===== src/hdl/abd_pkg.sv =====
// Constants for the break, dead-time and channel 3/4 data block
// Summary of operation
// Ch3 input mode captures counter on event
// Ch3 output compare, buffered or immediate
// Ch4 input mode captures counter on event
// Ch4 output compare drives channel 4 output
// Bit 15 gates main and complementary outputs
// Bit 14 sets gate on overflow
// Bit 13 selects fault input polarity
// Bit 12 enables fault input
// Bit 11 inactive state when gate on
// Bit 10 inactive state when gate off
// Lock 01 protects deadtime, fault, idle bits
// Lock 10 adds polarity, inactive-state bits
// Lock 11 adds compare control, buffer bits
// Nonzero lock level frozen until reset
// Code 0xx: deadtime equals code periods
// Code 10x: (64+low6) times two
// Code 11x: (32+low5) times 8/16
// Software sets lock on first write
// Asserted fault clears output gate
// Rising edges delayed by dead time
package abd_pkg;
	localparam logic [3:0] ADDR_CH3   = 4'h0;
	localparam logic [3:0] ADDR_CH4   = 4'h1;
	localparam logic [3:0] ADDR_BRK   = 4'h2;
	localparam logic [3:0] ADDR_CTL2  = 4'h3; // idle levels
	localparam logic [3:0] ADDR_CCTL  = 4'h4; // polarities
	localparam logic [3:0] ADDR_MODE  = 4'h5; // mode/compare control
	localparam logic [3:0] ADDR_STAT  = 4'h6; // read-only state
	localparam int BIT_OEN   = 15;
	localparam int BIT_AUTO_OUTPUT_GATE  = 14;
	localparam int BIT_POL   = 13;
	localparam int BIT_BEN   = 12;
	localparam int BIT_FON   = 11;
	localparam int BIT_FOFF  = 10;
	localparam int LOCK_HI   = 9;
	localparam int LOCK_LO   = 8;
	localparam logic [15:0] RST_DATA  = 16'h0000;
	localparam logic [15:0] RST_BRK   = 16'h0000;
	localparam logic [15:0] RST_CTL   = 16'h0000;
	localparam logic [1:0]  LOCK_OFF  = 2'h0;
	localparam logic [1:0]  LOCK_L3   = 2'h1;
	localparam logic [1:0]  LOCK_L2   = 2'h2;
	localparam logic [1:0]  LOCK_L1   = 2'h3;
	localparam logic [6:0]  DT_BASE64 = 7'h40;
	localparam logic [6:0]  DT_BASE32 = 7'h20;
	// Dead-time clock period in ns; one cycle at 125 MHz
	localparam int DTS_NS    = 8;
	localparam int CLK_NS    = 8;
	localparam int DTS_CYC   = (DTS_NS + CLK_NS - 1) / CLK_NS;
endpackage


===== src/hdl/abd_timer.sv =====
// Break, dead-time, output gating and channel 3/4 data registers
`timescale 1ns/10ps
module abd_timer #(
	parameter int W = 16
) (
	input  wire logic         clk_i,
	input  wire logic         reset_n_i,
	input  wire logic [3:0]   addr_i,
	input  wire logic [15:0]  wdata_i,
	input  wire logic         wr_i,
	input  wire logic         rd_i,
	output logic      [15:0]  rdata_o,
	input  wire logic [W-1:0] counter_value_i,
	input  wire logic         overflow_i,
	input  wire logic         timer_active_i,
	input  wire logic         ch3_event_i,
	input  wire logic         ch4_event_i,
	input  wire logic         fault_i,
	output logic              ch3_out_o,
	output logic              ch3_comp_o,
	output logic              ch3_oe_n_o,
	output logic              ch4_out_o,
	output logic              ch4_oe_n_o
);
	import abd_pkg::*;

	// Mode bits: [0] ch3 input, [1] ch3 buffer, [2] ch4 input,
	// [3] ch4 buffer, [4] ch3 compare enable, [5] ch4 compare enable
	logic [15:0]  ch3_data, ch3_shadow, ch4_data, ch4_shadow;
	logic [15:0]  brk, ctl2, cctl, mode;
	logic [1:0]   lock_level;
	logic         wr_ch3, wr_ch4, wr_brk, wr_ctl2, wr_cctl, wr_mode;
	logic         fault_hit, raw3, raw4, ref3, ref3c;
	logic [11:0]  dt_cycles, dt_cnt_m, dt_cnt_c;
	logic         main_q, comp_q;

	// Expand the deadtime code into clock cycles
	function automatic logic [11:0] dt_len(input logic [7:0] c);
		logic [11:0] r;
		r = 12'h000;
		if (!c[7])
			r = {4'h0, c};
		else if (!c[6])
			r = {4'h0, DT_BASE64 | {1'b0, c[5:0]}, 1'b0};
		else if (!c[5])
			r = {3'h0, DT_BASE32[5:0] | {1'b0, c[4:0]}, 3'h0};
		else
			r = {2'h0, DT_BASE32[5:0] | {1'b0, c[4:0]}, 4'h0};
		return r;
	endfunction

	assign wr_ch3  = wr_i && addr_i == ADDR_CH3;
	assign wr_ch4  = wr_i && addr_i == ADDR_CH4;
	assign wr_brk  = wr_i && addr_i == ADDR_BRK;
	assign wr_ctl2 = wr_i && addr_i == ADDR_CTL2;
	assign wr_cctl = wr_i && addr_i == ADDR_CCTL;
	assign wr_mode = wr_i && addr_i == ADDR_MODE;
	assign lock_level = brk[LOCK_HI:LOCK_LO];
	// Fault polarity then enable
	assign fault_hit = brk[BIT_BEN] && (fault_i == brk[BIT_POL]);
	assign dt_cycles = dt_len(brk[7:0]);

	// Channel 3 data: capture in input mode, write else
	always_ff @(posedge clk_i or negedge reset_n_i) begin
		if (!reset_n_i) begin
			ch3_data   <= RST_DATA;
			ch3_shadow <= RST_DATA;
		end else if (mode[0] && ch3_event_i) begin
			ch3_data <= counter_value_i;
		end else if (!mode[0]) begin
			if (wr_ch3) begin
				ch3_shadow <= wdata_i;
				if (!mode[1])
					ch3_data <= wdata_i;
			end else if (mode[1] && overflow_i) begin
				ch3_data <= ch3_shadow;
			end
		end
	end

	// Channel 4 data, same scheme
	always_ff @(posedge clk_i or negedge reset_n_i) begin
		if (!reset_n_i) begin
			ch4_data   <= RST_DATA;
			ch4_shadow <= RST_DATA;
		end else if (mode[2] && ch4_event_i) begin
			ch4_data <= counter_value_i;
		end else if (!mode[2]) begin
			if (wr_ch4) begin
				ch4_shadow <= wdata_i;
				if (!mode[3])
					ch4_data <= wdata_i;
			end else if (mode[3] && overflow_i) begin
				ch4_data <= ch4_shadow;
			end
		end
	end

	// Break register with lock-level write masking
	always_ff @(posedge clk_i or negedge reset_n_i) begin
		if (!reset_n_i) begin
			brk <= RST_BRK;
		end else begin
			if (wr_brk) begin
				brk[BIT_OEN] <= wdata_i[BIT_OEN];
				if (lock_level == LOCK_OFF) begin
					brk[BIT_AUTO_OUTPUT_GATE] <= wdata_i[BIT_AUTO_OUTPUT_GATE];
					brk[BIT_POL]  <= wdata_i[BIT_POL];
					brk[BIT_BEN]  <= wdata_i[BIT_BEN];
					brk[7:0]      <= wdata_i[7:0];
				end
				if (lock_level < LOCK_L2) begin
					brk[BIT_FON]  <= wdata_i[BIT_FON];
					brk[BIT_FOFF] <= wdata_i[BIT_FOFF];
				end
				if (lock_level == LOCK_OFF)
					brk[LOCK_HI:LOCK_LO] <= wdata_i[LOCK_HI:LOCK_LO];
			end
			// Hardware set on overflow, fault clear wins over both
			if (brk[BIT_AUTO_OUTPUT_GATE] && overflow_i)
				brk[BIT_OEN] <= 1'b1;
			if (fault_hit)
				brk[BIT_OEN] <= 1'b0;
		end
	end

	// Idle, polarity and mode registers under lock
	always_ff @(posedge clk_i or negedge reset_n_i) begin
		if (!reset_n_i) begin
			ctl2 <= RST_CTL;
			cctl <= RST_CTL;
			mode <= RST_CTL;
		end else begin
			if (wr_ctl2 && lock_level == LOCK_OFF)
				ctl2 <= wdata_i;
			if (wr_cctl && lock_level < LOCK_L2)
				cctl <= wdata_i;
			if (wr_mode && lock_level != LOCK_L1)
				mode <= wdata_i;
		end
	end

	// Compare results, polarity applied later
	assign raw3 = mode[4] && !mode[0] && (counter_value_i < ch3_data);
	assign raw4 = mode[5] && !mode[2] && (counter_value_i < ch4_data);

	// Dead time on rising edges of reference and its inverse
	always_ff @(posedge clk_i or negedge reset_n_i) begin
		if (!reset_n_i) begin
			dt_cnt_m <= 12'h000;
			dt_cnt_c <= 12'h000;
			main_q   <= 1'b0;
			comp_q   <= 1'b0;
		end else begin
			if (!raw3) begin
				dt_cnt_m <= 12'h000;
				main_q   <= 1'b0;
			end else if (dt_cnt_m >= dt_cycles) begin
				main_q <= 1'b1;
			end else begin
				dt_cnt_m <= dt_cnt_m + 12'h001;
			end
			if (raw3) begin
				dt_cnt_c <= 12'h000;
				comp_q   <= 1'b0;
			end else if (dt_cnt_c >= dt_cycles) begin
				comp_q <= 1'b1;
			end else begin
				dt_cnt_c <= dt_cnt_c + 12'h001;
			end
		end
	end
	assign ref3  = main_q;
	assign ref3c = comp_q;

	// Output stage: gate, frozen states, idle levels
	always_ff @(posedge clk_i or negedge reset_n_i) begin
		if (!reset_n_i) begin
			ch3_out_o  <= 1'b0;
			ch3_comp_o <= 1'b0;
			ch3_oe_n_o <= 1'b1;
			ch4_out_o  <= 1'b0;
			ch4_oe_n_o <= 1'b1;
		end else if (brk[BIT_OEN] && !fault_hit) begin

			ch3_oe_n_o <= 1'b0;
			ch4_oe_n_o <= 1'b0;
			if (timer_active_i) begin
				ch3_out_o  <= ref3 ^ cctl[0];
				ch3_comp_o <= ref3c ^ cctl[1];
				ch4_out_o  <= raw4 ^ cctl[2];
			end else begin
				// Inactive level is polarity alone
				ch3_oe_n_o <= !brk[BIT_FON];
				ch3_out_o  <= cctl[0];
				ch3_comp_o <= cctl[1];
				ch4_out_o  <= cctl[2];
			end
		end else begin
			ch4_oe_n_o <= 1'b1;
			ch3_oe_n_o <= !brk[BIT_FOFF];
			ch3_out_o  <= ctl2[0];
			ch3_comp_o <= ctl2[1];
			ch4_out_o  <= ctl2[2];
		end
	end

	// Read port, data in the cycle after the strobe
	always_ff @(posedge clk_i or negedge reset_n_i) begin
		if (!reset_n_i)
			rdata_o <= 16'h0000;
		else if (!rd_i)
			rdata_o <= 16'h0000;
		else if (addr_i == ADDR_CH3)
			rdata_o <= ch3_data;
		else if (addr_i == ADDR_CH4)
			rdata_o <= ch4_data;
		else if (addr_i == ADDR_BRK)
			rdata_o <= brk;
		else if (addr_i == ADDR_CTL2)
			rdata_o <= ctl2;
		else if (addr_i == ADDR_CCTL)
			rdata_o <= cctl;
		else if (addr_i == ADDR_MODE)
			rdata_o <= mode;
		else if (addr_i == ADDR_STAT)
			rdata_o <= {12'h000, fault_hit, comp_q, main_q, raw4};
		else
			rdata_o <= 16'h0000;
	end
endmodule // abd_timer


===== config.mk =====
export PLATFORM = sky130hd
export DESIGN_NAME = abd_timer
export DESIGN_NICKNAME = d
export VERILOG_FILES = /design/src/hdl/abd_pkg.sv /design/src/hdl/abd_timer.sv
export SDC_FILE = /design/constraint.sdc
export NUM_CORES = 1
export LEC_CHECK = 0
export BUFFER_PORTS_ARGS = -buffer_cell sky130_fd_sc_hd__buf_2
export CAP_MARGIN = 10
export CORE_UTILIZATION = 50
export DETAILED_ROUTE_END_ITERATION = 10
export PLACE_DENSITY = 0.7
export SYNTH_ARGS = -nofsm -noshare
export SYNTH_HDL_FRONTEND = slang
export SYNTH_SLANG_ARGS = --single-unit

===== constraint.sdc =====
create_clock -name clk_i -period 2.4 [get_ports clk_i]
set_clock_uncertainty 0.15 [all_clocks]
set_input_delay 0.48 -clock clk_i [delete_from_list [all_inputs] [get_ports clk_i]]
set_output_delay 0.48 -clock clk_i [all_outputs]
set_load 0.02 [all_outputs]

==> metrics.cfg <==
[yosys]
yosysWarningCount=0
synth_cells=872
synth.distinct_cells=61
async_reset_ff_share_pct=100
avgSynthCellArea_um2=11.0
synth_nets=969
yosysTopAreaCell=dfrtp_1
synth_area_um2=9550
synthSimpleGateAreaFrac_pct=12.1
ys.flop_type=dfrtp_1
ys_ff_latch=175
synth_top_family_by_area=multiplexers
synthTopCellsByArea=dfrtp_1 (45%), mux2_1 (8.0%), ha_1 (6.8%)
synth_compound_area_share_pct=11.7
synthMuxAreaShare_pct=17.5
synth_xor_area_share_pct=2.02
synth_top_area_share_pct=45.3
ys_seq_area_share_pct=45.9
synthAdderAreaFrac_pct=6.81
synth-edff-count=0

[global_routing]
antenna_found_initial=0
globalRouteOverflowTotal=0
grt_pass1_wl_mm=40.2
grt_pass1_vias=7514
grt_max_degree=49
grt.total_usage_pct=26.9

[floorplanning]
ioPinCount=66
rows=50
die_h_um=140
die-area_um2=19700
die_w_um=140
initial_core_util_pct=51.1
core_um2=18700

[timing]
finalWorstSetupSlack_ps=-304
period_needed_ps=2700
rsz0062_at_grt=yes
hold_viol=0
finalSetupTns_ps=-4950
relSlewSlack_pct=47.7
setup_violations=24
worst_slew_pin_slew_ps=783
finalCritPeriodShare_pct=113
fmax_mhz=370
drv_slew=0
fin_hold_ws_ps=188

[clock_tree]
clk_latency_ps=430
cts_tree=built
cts.path.max_buffers=2
clock_sinks=175
cts_max_level=4
cts_buffers=17
clkSlewWorstSetupHoldPaths_ps=60
cts-root-buf=clkbuf_16

[layout]
diodes=0
layout_common_cells=dfrtp_1 (170), buf_4 (74), mux2_1 (68)
register_area_um2=4390
fill_cells=1460
nets=1098
multi_input_area_um2=5020
final_layout_size_suffix_gt1_share_pct=25.3
layout_commonest_cell=dfrtp_1
syn_to_final_growth_pct=21.5

[detailed_routing]
first_pass_iters=8
route.final.wire_length_mm=25.1
drt-vias-per-instance=5.92
first_iter_violations=516
drc=1
num_vias=7382
ant_nets=0
wl_per_cell_um=20.1

[power]
fin_total_pwr_uw=11000
seqPwrFrac_pct=39.0
p_sw_uw=3670
power_density_nw_per_um2=951
clkPwrFrac_pct=26.9
swShare_pct=33.3
comb_power_share_pct=34.1
leakagePower_uw=0.00550
peakVddDrop_mv=0.582
internal-power_uw=7350

[setup_path]
rr_worst_depth=10
required_ps=2560
cp_cell_sequence=buf_4 > nor2b_1 > a21oi_2 > ha_1 > a21o_1 > a31oi_2 > o2111ai_2 > a2111oi_4 > xnor2_1 > nor2_1
r2r-end=dt_cnt_m[9]
end_kind=flip-flop
max_stage_delay_ps=430
cp_slowest_cell=a2111oi_4
cp-start-kind=flip-flop
path_class=reg -> reg
arrival_ps=2870
worstPathMaxFanout=4
reg2reg_slack_ps=-300
reg2reg_from=brk[2]

[status]
status=finished with violations
violations=design-rule violations, negative setup slack

[place]
hpwl_mm=17.6
gp_congestion=0.859
portBuffers=65

[min_path]
hold_end=ch3_data[7]
hold_start=counter_value_i[7]
whs_path_depth=3
min_path_type=in -> reg

[run]
max_cap_viol_count=0

==> sequential cells by signal, indices dropped and copies added (netlist names), 16 cells and up <==
| register | flops |
|---|---|
| brk | 16 |
| ch4_data | 16 |
| cctl | 16 |
| ch4_shadow | 16 |
| ch3_shadow | 16 |
| ctl2 | 16 |
| mode | 16 |
| ch3_data | 16 |
| rdata_o | 16 |
==> what timing repair did <==
item | 4_1_cts | 5_1_grt
hold buffers | 1 | 0
pin swaps | 18 | 4
gates cloned | 2 | 0
setup buffers | 8 | 1
endpoints found under the hold margin | 40 | 0
setup endpoints to repair | 24 | 25
gates resized for setup | 30 | 10
==> through the flow <==
stage / cell area, um2 / utilization (%) / cells / setup slack, ps
after CTS: 11500 / 61.7 / 1246 / -230
after global placement: 10700 / 57.2 / 1204 / -246
after global routing: 11600 / 62.0 / 1247 / -414
after floorplan: 9620 / - / 872 / -80.6
after detailed placement: 10700 / 57.2 / 1204 / -291
final: 11600 / 62.0 / 1247 / -304
==> synthesized netlist by cell type (14+ instances only) <==
cell type / count
dfrtp_1: 173
mux2_1: 68
nand2_1: 62
mux2i_1: 59
ha_1: 52
nand3_1: 49
nor2_1: 45
inv_1: 36
o211ai_1: 36
a21oi_1: 26
clkbuf_1: 22
nor2b_1: 19
mux2_2: 15
o21ai_0: 14
==> cell type report <==
type	instances	share of cell area, %
multi-input combinational	616	43.3
inverter	36	1.17
timing repair buffer	155	9.89
clock buffer	23	3.86
clock inverter	8	1.45
sequential	175	37.8
tap	234	2.52
==> layer usage <==
layer	GRT usage (%)	part of all wire, %	up-vias
met5	0	0	-
met4	9.77	2.6	0
met3	4.75	5.2	40
met2	44.2	48	226
met1	35.7	44	3685
li1	-	-	3431
==> critical path, delay by kind of cell (launching register included) <==
| family | cells | cell delay, ps |
|---|---|---|
| and+or+nand+nor | 2 | 200 |
| buffers and inverters | 1 | 170 |
| xor gates and xnor gates | 1 | 160 |
| adders and majority gates | 1 | 280 |
| AOI/OAI and AO/OA | 5 | 1200 |
| DFF | 1 | 420 |
==> power groups by stage <==
stage                     Sequential (uW)  Combinational (uW)  Clock [uW]
after floorplan                      4220                2200           0
after global placement               4300                3260           0
after detailed placement             4330                3350           0
after CTS                            4280                3630        3010
after global routing                 4390                4160        3130
final                                4300                3760        2960
==> cells by family after synthesis <==
family / Yosys count
and+or+nand+nor: 234
muxes: 152
AOI/OAI and AO/OA: 156
adders and majority gates: 52
DFF: 175
buffers and inverters: 81
xor gates and xnor gates: 22
==> worst max-delay path by stage <==
stage                start          end  slack [ps]  depth (start not counted)
CTS                 brk[2]  dt_cnt_c[7]        -230                         12
finish              brk[2]  dt_cnt_m[9]        -300                         10
global placement    brk[2]  dt_cnt_c[0]        -250                         12
floorplan           brk[2]  dt_cnt_c[0]         -80                         10
global route        brk[2]  dt_cnt_m[9]        -410                         10
detailed placement  brk[2]  dt_cnt_c[0]        -290                         12
(Power assumes the default switching activity.)
